## config.mk

```make
export PLATFORM = sky130hd
export DESIGN_NAME = ers_error_record
export DESIGN_NICKNAME = d
export VERILOG_FILES = /design/src/hdl/ers_pkg.sv /design/src/hdl/ers_error_record.sv
export SDC_FILE = /design/constraint.sdc
export NUM_CORES = 1
export LEC_CHECK = 0
export BUFFER_PORTS_ARGS = -buffer_cell sky130_fd_sc_hd__clkbuf_2
export CAP_MARGIN = 20
export CORE_MARGIN = 8
export CORE_UTILIZATION = 53
export DETAILED_ROUTE_END_ITERATION = 12
export GPL_TIMING_DRIVEN = 0
export PLACE_DENSITY = 0.89
export SLEW_MARGIN = 40
export SYNTH_ARGS = -nofsm -noshare
export SYNTH_HDL_FRONTEND = slang
export SYNTH_SLANG_ARGS = --single-unit
```

## constraint.sdc

```tcl
create_clock -name clock -period 7.1 [get_ports clock]
set_input_delay 0.71 -clock clock [delete_from_list [all_inputs] [get_ports clock]]
set_output_delay 0.71 -clock clock [all_outputs]
set_load 0.1 [all_outputs]
```

## src/hdl/ers_pkg.sv

```systemverilog
package ers_pkg;
   // Register byte offsets
   localparam logic [3:0]  ERS_OFF_STATUS    = 4'h0;
   localparam logic [3:0]  ERS_OFF_ADDR_LO   = 4'h4;
   localparam logic [3:0]  ERS_OFF_ADDR_HI   = 4'h8;
   localparam logic [3:0]  ERS_OFF_MISC_LO   = 4'hc;
   // Second block of offsets
   localparam logic [4:0]  ERS_OFF_MISC_HI   = 5'h10;
   localparam logic [4:0]  ERS_OFF_IRQ_STAT  = 5'h14;
   localparam logic [4:0]  ERS_OFF_IRQ_MASK  = 5'h18;
   // Status field positions
   localparam int          ERS_BIT_AV        = 31;
   localparam int          ERS_BIT_V         = 30;
   localparam int          ERS_BIT_UE        = 29;
   localparam int          ERS_BIT_OF        = 27;
   localparam int          ERS_BIT_MV        = 26;
   localparam int          ERS_CODE_LSB      = 0;
   localparam int          ERS_CODE_W        = 8;
   // Error codes
   localparam logic [7:0]  ERS_CODE_NONE     = 8'h00;
   localparam logic [7:0]  ERS_CODE_DECODE   = 8'h0d;
   localparam logic [7:0]  ERS_CODE_SLVERR   = 8'h12;
   localparam logic [7:0]  ERS_CODE_TIMEOUT  = 8'h14;
   // Interrupt bits
   localparam int          ERS_IRQ_LOGGED    = 0;
   localparam int          ERS_IRQ_OVERFLOW  = 1;
   localparam int          ERS_IRQ_W         = 2;
   localparam logic [31:0] ERS_RST_WORD      = 32'h0000_0000;
   localparam logic [1:0]  ERS_RST_MASK      = 2'h3;
   // Error kinds offered by the detector
   typedef enum logic [1:0] {
      ERS_KIND_DECODE,
      ERS_KIND_SLVERR,
      ERS_KIND_TIMEOUT,
      ERS_KIND_OTHER
   } ers_kind_type;
endpackage

```

## src/hdl/ers_error_record.sv

```systemverilog
// Register access over Wishbone and the address map were decided locally.
`timescale 1ns/1ps
`default_nettype none
// Functional notes
// Address-valid is 1 only while the address log holds the logged address.
// Address-valid W1C; ignored while uncorrected set unless also cleared.
// Record-valid sets on first error; W1C with same uncorrected interlock.
// Uncorrected flag set when an error was neither corrected nor deferred.
// Uncorrected W1C; ignored while overflow set unless also cleared.
// Uncorrected reads meaningless while record-valid is zero.
// Overflow sets when a second error arrives while one is held; W1C.
// Misc-valid reads 1 while misc info logs hold details of the error.
// Misc-valid W1C; ignored while uncorrected set unless also cleared.
// Error code 00 no error, 13 decode error.
// Error code 18 slave error response, 20 internal timeout.
// Without error logging, overflow never sets; code only none or timeout.
// Fault address log captures full 64-bit address, low word bits 31:0.
// Reserved status bits read zero and ignore writes.
// Error code read-only, held until record cleared and new error captured; the code sets it to 00 when record-valid is cleared.
module ers_error_record
   import ers_pkg::*;
#(
   parameter bit ERR_LOG_EN = 1'b1,
   parameter int ADDR_W     = 64
) (
   input  wire logic               clock,
   input  wire logic               rst,
   input  wire logic               clk_en,
   input  wire logic               wb_cyc_i,
   input  wire logic               wb_stb_i,
   input  wire logic               wb_we_i,
   input  wire logic [4:0]         wb_adr_i,
   input  wire logic [3:0]         wb_sel_i,
   input  wire logic [31:0]        wb_dat_i,
   output logic      [31:0]        wb_dat_o,
   output logic                    wb_ack_o,
   input  wire logic               err_valid,
   input  wire ers_kind_type       err_kind,
   input  wire logic               err_uncorrected,
   input  wire logic [ADDR_W-1:0]  err_addr,
   input  wire logic               err_addr_ok,
   input  wire logic [31:0]        err_misc_lo,
   input  wire logic [31:0]        err_misc_hi,
   input  wire logic               err_misc_ok,
   output logic                    irq
);

   // Refused at elaboration: the address log is two words wide, and the
   // code field must stay clear of the flag bits above it
   if (ADDR_W < 33 || ADDR_W > 64) begin : g_bad_addr_w
      $error("ADDR_W must lie in 33..64");
   end
   if (ERS_CODE_LSB + ERS_CODE_W > ERS_BIT_MV) begin : g_bad_code_field
      $error("error code field overlaps the status flags");
   end
   if (ERS_IRQ_W != 2) begin : g_bad_irq_w
      $error("interrupt logic serves exactly two events");
   end

   logic              av_r, av_nxt;
   logic              v_r, v_nxt;
   logic              ue_r, ue_nxt;
   logic              of_r, of_nxt;
   logic              mv_r, mv_nxt;
   logic [7:0]        code_r, code_nxt;
   logic [63:0]       addr_r, addr_nxt;
   logic [31:0]       mlo_r, mlo_nxt;
   logic [31:0]       mhi_r, mhi_nxt;
   logic [1:0]        ist_r, ist_nxt;
   logic [1:0]        imsk_r, imsk_nxt;
   logic              ack_r, ack_nxt;
   logic [31:0]       rdat_r, rdat_nxt;

   logic              req;
   logic              wr;
   logic [31:0]       wmask;
   logic [31:0]       wv;
   logic              capture;
   logic              ovf_evt;
   logic [7:0]        new_code;
   logic              at_status;
   logic              at_irq_stat;
   logic              at_irq_mask;
   logic              clr_av;
   logic              clr_v;
   logic              clr_ue;
   logic              clr_of;
   logic              clr_mv;
   logic              ue_lock;
   logic [31:0]       st_word;

   function automatic logic [7:0] kind_code(input ers_kind_type k);
      kind_code = ERS_CODE_NONE;
      unique case (k)
         ERS_KIND_DECODE:  kind_code = ERS_CODE_DECODE;
         ERS_KIND_SLVERR:  kind_code = ERS_CODE_SLVERR;
         ERS_KIND_TIMEOUT: kind_code = ERS_CODE_TIMEOUT;
         // Unclassified faults are reported as a slave error
         ERS_KIND_OTHER:   kind_code = ERS_CODE_SLVERR;
      endcase
   endfunction

   function automatic logic [31:0] lane_mask(input logic [3:0] s);
      lane_mask = {{8{s[3]}}, {8{s[2]}}, {8{s[1]}}, {8{s[0]}}};
   endfunction

   function automatic logic [63:0] widen_addr(input logic [ADDR_W-1:0] a);
      logic [63:0] t;
      t = '0;
      t[ADDR_W-1:0] = a;
      widen_addr = t;
   endfunction

   // Full five-bit match, so a short offset has no alias higher up
   function automatic logic reg_is(input logic [4:0] a,
                                   input logic [4:0] off);
      reg_is = (a == off);
   endfunction

   assign req   = wb_cyc_i && wb_stb_i && !ack_r;
   assign wr    = req && wb_we_i;
   assign wmask = lane_mask(wb_sel_i);
   assign wv    = wb_dat_i & wmask;
   assign at_status   = reg_is(wb_adr_i, 5'(ERS_OFF_STATUS));
   assign at_irq_stat = reg_is(wb_adr_i, ERS_OFF_IRQ_STAT);
   assign at_irq_mask = reg_is(wb_adr_i, ERS_OFF_IRQ_MASK);

   // Without error logging only timeouts reach the record
   always_comb begin
      new_code = kind_code(err_kind);
      capture  = 1'b0;
      ovf_evt  = 1'b0;
      if (err_valid &&
          (ERR_LOG_EN || err_kind == ERS_KIND_TIMEOUT)) begin
         if (!v_r)
            capture = 1'b1;
         else if (ERR_LOG_EN)
            ovf_evt = 1'b1;
      end
   end

   // Write-one-to-clear after the interlocks: an uncorrected error guards
   // the other valid bits, and an overflow guards the uncorrected flag
   always_comb begin
      clr_of  = 1'b0;
      clr_ue  = 1'b0;
      ue_lock = 1'b0;
      clr_av  = 1'b0;
      clr_v   = 1'b0;
      clr_mv  = 1'b0;
      if (wr && at_status) begin
         clr_of  = wv[ERS_BIT_OF];
         clr_ue  = wv[ERS_BIT_UE] && (!of_r || clr_of);
         ue_lock = ue_r && !clr_ue;
         clr_av  = wv[ERS_BIT_AV] && !ue_lock;
         clr_v   = wv[ERS_BIT_V] && !ue_lock;
         clr_mv  = wv[ERS_BIT_MV] && !ue_lock;
      end
   end

   // Record flags; a new event wins over a clear in the same cycle
   always_comb begin
      av_nxt   = av_r;
      v_nxt    = v_r;
      ue_nxt   = ue_r;
      of_nxt   = of_r;
      mv_nxt   = mv_r;
      code_nxt = code_r;
      addr_nxt = addr_r;
      mlo_nxt  = mlo_r;
      mhi_nxt  = mhi_r;
      if (clr_of)
         of_nxt = 1'b0;
      if (clr_ue)
         ue_nxt = 1'b0;
      if (clr_av)
         av_nxt = 1'b0;
      if (clr_v) begin
         // The code is kept until the record is emptied
         v_nxt    = 1'b0;
         code_nxt = ERS_CODE_NONE;
      end
      if (clr_mv)
         mv_nxt = 1'b0;
      if (capture) begin
         v_nxt    = 1'b1;
         ue_nxt   = err_uncorrected;
         code_nxt = new_code;
         av_nxt   = err_addr_ok;
         mv_nxt   = err_misc_ok;
         if (err_addr_ok)
            addr_nxt = widen_addr(err_addr);
         if (err_misc_ok) begin
            mlo_nxt = err_misc_lo;
            mhi_nxt = err_misc_hi;
         end
      end
      if (ovf_evt) begin
         of_nxt = 1'b1;
         if (err_uncorrected)
            ue_nxt = 1'b1;
      end
   end

   always_ff @(posedge clock or posedge rst) begin
      if (rst) begin
         av_r   <= 1'b0;
         v_r    <= 1'b0;
         ue_r   <= 1'b0;
         of_r   <= 1'b0;
         mv_r   <= 1'b0;
         code_r <= ERS_CODE_NONE;
         addr_r <= 64'h0;
         mlo_r  <= 32'h0;
         mhi_r  <= 32'h0;
      end else if (clk_en) begin
         av_r   <= av_nxt;
         v_r    <= v_nxt;
         ue_r   <= ue_nxt;
         of_r   <= of_nxt;
         mv_r   <= mv_nxt;
         code_r <= code_nxt;
         addr_r <= addr_nxt;
         mlo_r  <= mlo_nxt;
         mhi_r  <= mhi_nxt;
      end
   end

   // Interrupt status and mask. An error pulse while clk_en is low is
   // lost along with everything else; the detector must not fire then.
   always_comb begin
      ist_nxt  = ist_r;
      imsk_nxt = imsk_r;
      if (wr && at_irq_stat)
         ist_nxt = ist_r & ~wv[ERS_IRQ_W-1:0];
      if (wr && at_irq_mask)
         imsk_nxt = (imsk_r & ~wmask[ERS_IRQ_W-1:0]) | wv[ERS_IRQ_W-1:0];
      // Events come after the clear, so one in the same cycle survives
      if (capture)
         ist_nxt[ERS_IRQ_LOGGED] = 1'b1;
      if (ovf_evt)
         ist_nxt[ERS_IRQ_OVERFLOW] = 1'b1;
   end

   always_ff @(posedge clock or posedge rst) begin
      if (rst) begin
         ist_r  <= 2'h0;
         imsk_r <= ERS_RST_MASK;
      end else if (clk_en) begin
         ist_r  <= ist_nxt;
         imsk_r <= imsk_nxt;
      end
   end

   // A one in the mask blocks the event; a blocked event stays pending
   // and raises the line as soon as it is unmasked
   assign irq = |(ist_r & ~imsk_r);

   // Status image as software reads it; all other bits stay zero
   always_comb begin
      st_word = ERS_RST_WORD;
      st_word[ERS_BIT_AV] = av_r;
      st_word[ERS_BIT_V]  = v_r;
      // Meaningless while the record is empty; forced low so that an
      // empty record always reads the uncorrected flag as zero; the code reads zero because clearing the record loads 00
      st_word[ERS_BIT_UE] = ue_r & v_r;
      st_word[ERS_BIT_OF] = of_r;
      st_word[ERS_BIT_MV] = mv_r;
      st_word[ERS_CODE_LSB +: ERS_CODE_W] = code_r;
   end

   // Bus answer: one cycle after the request, unmapped reads zero.
   // Zero outside an answer keeps stale data off a shared return bus.
   always_comb begin
      ack_nxt  = req;
      rdat_nxt = ERS_RST_WORD;
      if (req && !wb_we_i) begin
         unique case (wb_adr_i)
            5'(ERS_OFF_STATUS):  rdat_nxt = st_word;
            5'(ERS_OFF_ADDR_LO): rdat_nxt = addr_r[31:0];
            5'(ERS_OFF_ADDR_HI): rdat_nxt = addr_r[63:32];
            5'(ERS_OFF_MISC_LO): rdat_nxt = mlo_r;
            ERS_OFF_MISC_HI:     rdat_nxt = mhi_r;
            ERS_OFF_IRQ_STAT:    rdat_nxt[ERS_IRQ_W-1:0] = ist_r;
            ERS_OFF_IRQ_MASK:    rdat_nxt[ERS_IRQ_W-1:0] = imsk_r;
            default:             rdat_nxt = ERS_RST_WORD;
         endcase
      end
   end

   always_ff @(posedge clock or posedge rst) begin
      if (rst) begin
         ack_r  <= 1'b0;
         rdat_r <= 32'h0;
      end else if (clk_en) begin
         ack_r  <= ack_nxt;
         rdat_r <= rdat_nxt;
      end
   end

   assign wb_ack_o = ack_r;
   assign wb_dat_o = rdat_r;

endmodule
`default_nettype wire

```

== Word-level counts from Yosys, hierarchy flattened ==
Index checks and enable logic that the tools add are counted.
Operators by class
  mux-type cells: 30
  reductions and logical operators: 37
  bitwise gates (word level): 9
  equality and inequality tests: 9
Operators by type and width (number)
  $pmux W30 S5: 1
  $and A32 B32 Y32: 1
  $mux W32: 1
  $pmux W8 S3: 1
  $mux W1: 23
  $mux W8: 2
  $eq A5 B5 Y1 const B: 3
  $pmux W2 S7: 1
  $reduce_and A2 Y1: 7
  $logic_and A1 B1 Y1: 12
  $reduce_bool A2 Y1: 6
  $eq A5 B4 Y1 const B: 2
  $and A2 B2 Y2: 3
  $not A2 Y2: 3
  $reduce_and A3 Y1: 2
  $eq A5 B3 Y1 const B: 1
  $logic_not A1 Y1: 5
  $logic_not A5 Y1: 1
  $eq A2 B2 Y1 const B: 2
  $reduce_or A2 Y1: 2
  $eq A2 B1 Y1 const B: 1
  $logic_not A2 Y1: 1
  $mux W2: 1
  $or A2 B2 Y2: 1
  other kinds (2): 2
Word-level totals
  input bits: 181
  flip-flop bits (word level): 178
  output and inout bits: 34
  word-level logic and storage cells: 99

== Depth between registers and ports, before layout ==
  depth in word-level cells: 10
  mapped depth: 7
  mapped depth without buffers: 4

== Worst setup path after synthesis ==
OpenSTA, ideal clock, no wires.
  path type: reg2out
  from: register ist_r[0]
  to: output irq
  data required time: 6.390 ns
  data arrival time: 1.863 ns
  slack: 4.527 ns
  cell stages (with the launch flop): 3
  path buffers: 0
  cells stage by stage: dfrtp_1 > inv_1 > o22ai_1
On the way
  longest elaborated chain between the ends: 2
Ends and longest elaborated chain
  from (decl): RTL line ers_error_record.sv:69  | logic [1:0] ist_r, ist_nxt;
  from (signal assigned): RTL line ers_error_record.sv:250  | ist_r <= ist_nxt;
  $and A2 B2 Y2: RTL line ers_error_record.sv:257  | assign irq = |(ist_r & ~imsk_r);
  $reduce_or A2 Y1: RTL line ers_error_record.sv:257
  to (decl): RTL line ers_error_record.sv:45  | output logic irq
No other way between the ends.

== Final worst setup path ==
  from: register ist_r[1]
  to: output irq
The elaborated chain is that of the path after synthesis.

==> summary.md <==
| Metric | Value |
|---|---|
| Grt ovf | `0` |
| Power, Total | `2.046 mW` |
| TritonRoute pass-1 iters | `5` |
| Vias/cell | `slightly below 6` |
| Share of layout cells above drive strength 1 | `approximately half` |
| Tcrit/Tclk final | `32.09%` |
| Residual DRC count | `0` |
| Post-Syn Area | `a little under 8000 um^2` |
| Final setup violation count | `0` |
| Area delta synth->final | `22.50%` |
| Setup ws final | `between 4 and 5 ns` |
| Die width | `approximately 140 um` |
| Yosys top cell area share | `55.14%` |
| Mapped Cells | `568` |
| Crit start category | `flip-flop` |
| Clock Skew | `approximately 0.011 ns` |
| Worst slack at placement | `between 4 and 5 ns` |
| Rows | `between 40 and 50` |
| Worst Tran Pin Value | `between 0.6 and 0.7 ns` |
| Die Ht | `about 140 um` |
| Worst r2r dst | `wb_dat_o[18]$_DFFE_PP0P_` |
| Initial antenna violation count | `0` |
| CP Capture Type | `output port` |
| Post_cts resized | `0` |
| Initial DRC count | `394` |
| Root Driver | `clkbuf_16` |
| Post-DP HPWL | `16210 um` |
| GP Congestion | `0.8788` |
| Path depth of the worst reg2reg path | `5` |
| Routed vias | `5644` |
| Post-synth EDFFs | `0` |
| Reg clk slew, reported paths | `~0.07 ns` |
| R2R Setup Slk | `5.26 ns` |
| CTS max path bufs | `2` |
| Num Clock Sinks | `174` |
| Die area | `18870 um^2` |
| Clk Latency, worst-skew pair | `between 0.4 and 0.5 ns` |
| Routed length per instance | `22.44 um` |
| Pleak | `~4.8 nW` |
| Synth top area cells | `dfrtp_1 55%, mux2_2 17%, o2bb2ai_1 3.0%` |
| Number of max-cap violations | `0` |
| Final #Nets | `around 960` |
| Total GRT Usage | `about a quarter` |
| HP Class | `primary input to async pin` |
| Crit path kind | `flip-flop to output port` |
| Critical Path RT | `about 6.4 ns` |
| Worst endpoint data arrival time | `1.57 ns` |
| Prevailing post-synth register cell | `dfrtp_1` |
| Syn_area_per_cell | `between 10 and 15 um^2` |
| Seq/Total Area, Yosys | `55.81%` |
| Total CTS buffers | `17` |
| Cell accounting for the most synthesized area | `dfrtp_1` |
| Slew headroom | `approximately 56%` |
| Core area | `approximately 14000 um^2` |
| Placed Cells | `939` |
| Ports | `215` |
| Detailed-route wire length | `approximately 22000 um` |
| RSZ-0062 raised after global routing | `no` |
| Worst r2r src | `wb_ack_o$_DFFE_PP0P_` |
| CTS tree | `done` |
| Fin crit period | `~2.3 ns` |
| Fraction of registers with async set or reset after synthesis | `100.0%` |
| Largest fanout on the critical path | `2` |
| Post-CTS Setup Inserts | `0` |
| Max-slew violation count | `0` |
| Highest achievable clock rate | `between 400 and 500 MHz` |
| First-pass GRT wire length | `about 34000 um` |
| Yosys warns | `0` |
| DRT antenna net count | `0` |
| Starting density of the core | `53.91%` |
| Input/output buffers | `about 190` |
| Largest net degree at the start of global routing | `75` |
| Non-filler instance count after layout | `971` |
| Vias in the first global route | `6280` |
| N_diodes | `0` |
| Synth Register Bits | `174` |
| Status | `completed` |
| Final hold viol count | `0` |
| Hold-fix buffers, CTS | `0` |
| Syn nets | `749` |
| H-tree depth | `4` |
| Pwr dens | `around 210 nW/um^2` |
| WHS | `around 0.26 ns` |
| Synth cell types | `52` |
| Max IR drop VDD | `0.0001711 V` |
area by class of cell:
class	instances	area [um^2]
buffer	38	265.3
clock buffer	20	436.7
clock inverter	12	101.3
fill	1070	4916
inverter	18	75.07
multi-input combinational	338	3117
sequential	174	4357
tap	184	230.2
timing repair buffer	187	980.9
worst max-delay path, cell delays in order, from the launching register on:
cell	delay, ns
dfrtp_1	0.35
inv_1	0.06
o22ai_1	0.22
clkbuf_2	0.51
registers in the layout, indices dropped and copies added, names as in the netlist, named ones only:
| name | flops |
|---|---|
| v_r | 1 |
| mhi_r | 32 |
| addr_r | 64 |
| of_r | 1 |
| mv_r | 1 |
| ue_r | 1 |
| ist_r | 2 |
| av_r | 1 |
| mlo_r | 32 |
| code_r | 4 |
| wb_dat_o | 32 |
| wb_ack_o | 1 |
cells in the final DEF, fill, tap and decap left out, types with 3 or more instances in the layout:
master       n
nor2_1      13
mux2i_1     15
a221oi_1    23
buf_4        5
a21oi_1     13
o21ai_0     15
inv_1       16
mux4_2       7
clkbuf_1    11
and3_1       5
dfrtp_1    172
inv_6        5
nand3b_1    28
clkbuf_2   185
mux2_2     121
buf_2       11
nor2_4       3
a22oi_1      8
inv_8        3
nand2_1     15
o2bb2ai_1   27
clkbuf_16   17
mux2_1       9
buf_6       12
synthesized netlist by cell type, types with 3 or more instances:
cell,n
dfrtp_1,172
mux2_2,121
nand3b_1,28
o2bb2ai_1,27
a221oi_1,23
inv_1,17
mux2i_1,15
nand2_1,15
o21ai_0,15
a21oi_1,13
nor2_1,13
buf_6,12
buf_2,11
mux2_1,9
a22oi_1,8
clkbuf_1,8
mux4_2,7
and3_1,5
buf_4,5
nor2_4,3
report_power, final:
part | total (mW) | switching (mW) | internal, mW
registers | 1.02 | 0.0124 | 1.01
clock network | 0.871 | 0.413 | 0.458
logic | 0.150 | 0.0822 | 0.0677
total | 2.05 | 0.508 | 1.54
through the flow:
| stage | cell area, um^2 | utilization, % | TNS, ns |
|---|---|---|---|
| final | 9563 | 66.05 | 0 |
| after global placement | 8962 | 61.90 | -34.33 |
| after global routing | 9563 | 66.05 | 0 |
| after CTS | 9563 | 66.05 | 0 |
| after floorplan | 7806 | - | 0 |
| after detailed placement | 9025 | 62.33 | 0 |
kinds of logic after synthesis:
family	Yosys count	share of synthesized area (%)
AO/OA/AOI/OAI	101	9.745
buffers and inverters	56	4.264
flip-flops	174	55.81
multiplexers	152	22.70
AND/OR/NAND/NOR	85	7.485
how the worst max path moves through the flow:
stage | startpoint | end | slack [ns] | cells after the start
global route | ist_r[1]$_DFFE_PP0P_ | irq | 4.72 | 3
global placement | rst | mhi_r[9]$_DFFE_PP0P_ | -0.21 | 2
finish | ist_r[1]$_DFFE_PP0P_ | irq | 4.82 | 3
detailed placement | wb_adr_i[3] | wb_dat_o[27]$_DFFE_PP0P_ | 4.56 | 6
CTS | ist_r[1]$_DFFE_PP0P_ | irq | 4.82 | 3
floorplan | rst | addr_r[0]$_DFFE_PP0P_ | 1.68 | 1
metal layers:
| metal | wire, um | up-vias | GRT usage [%] |
|---|---|---|---|
| met3 | 1984 | 32 | 8.716 |
| met1 | 8879 | 2837 | 29.43 |
| met5 | 0 | - | 0 |
| met4 | 322 | 0 | 7.001 |
| met2 | 10600 | 245 | 39.12 |
| li1 | - | 2530 | - |
(Power assumes the default switching activity.)
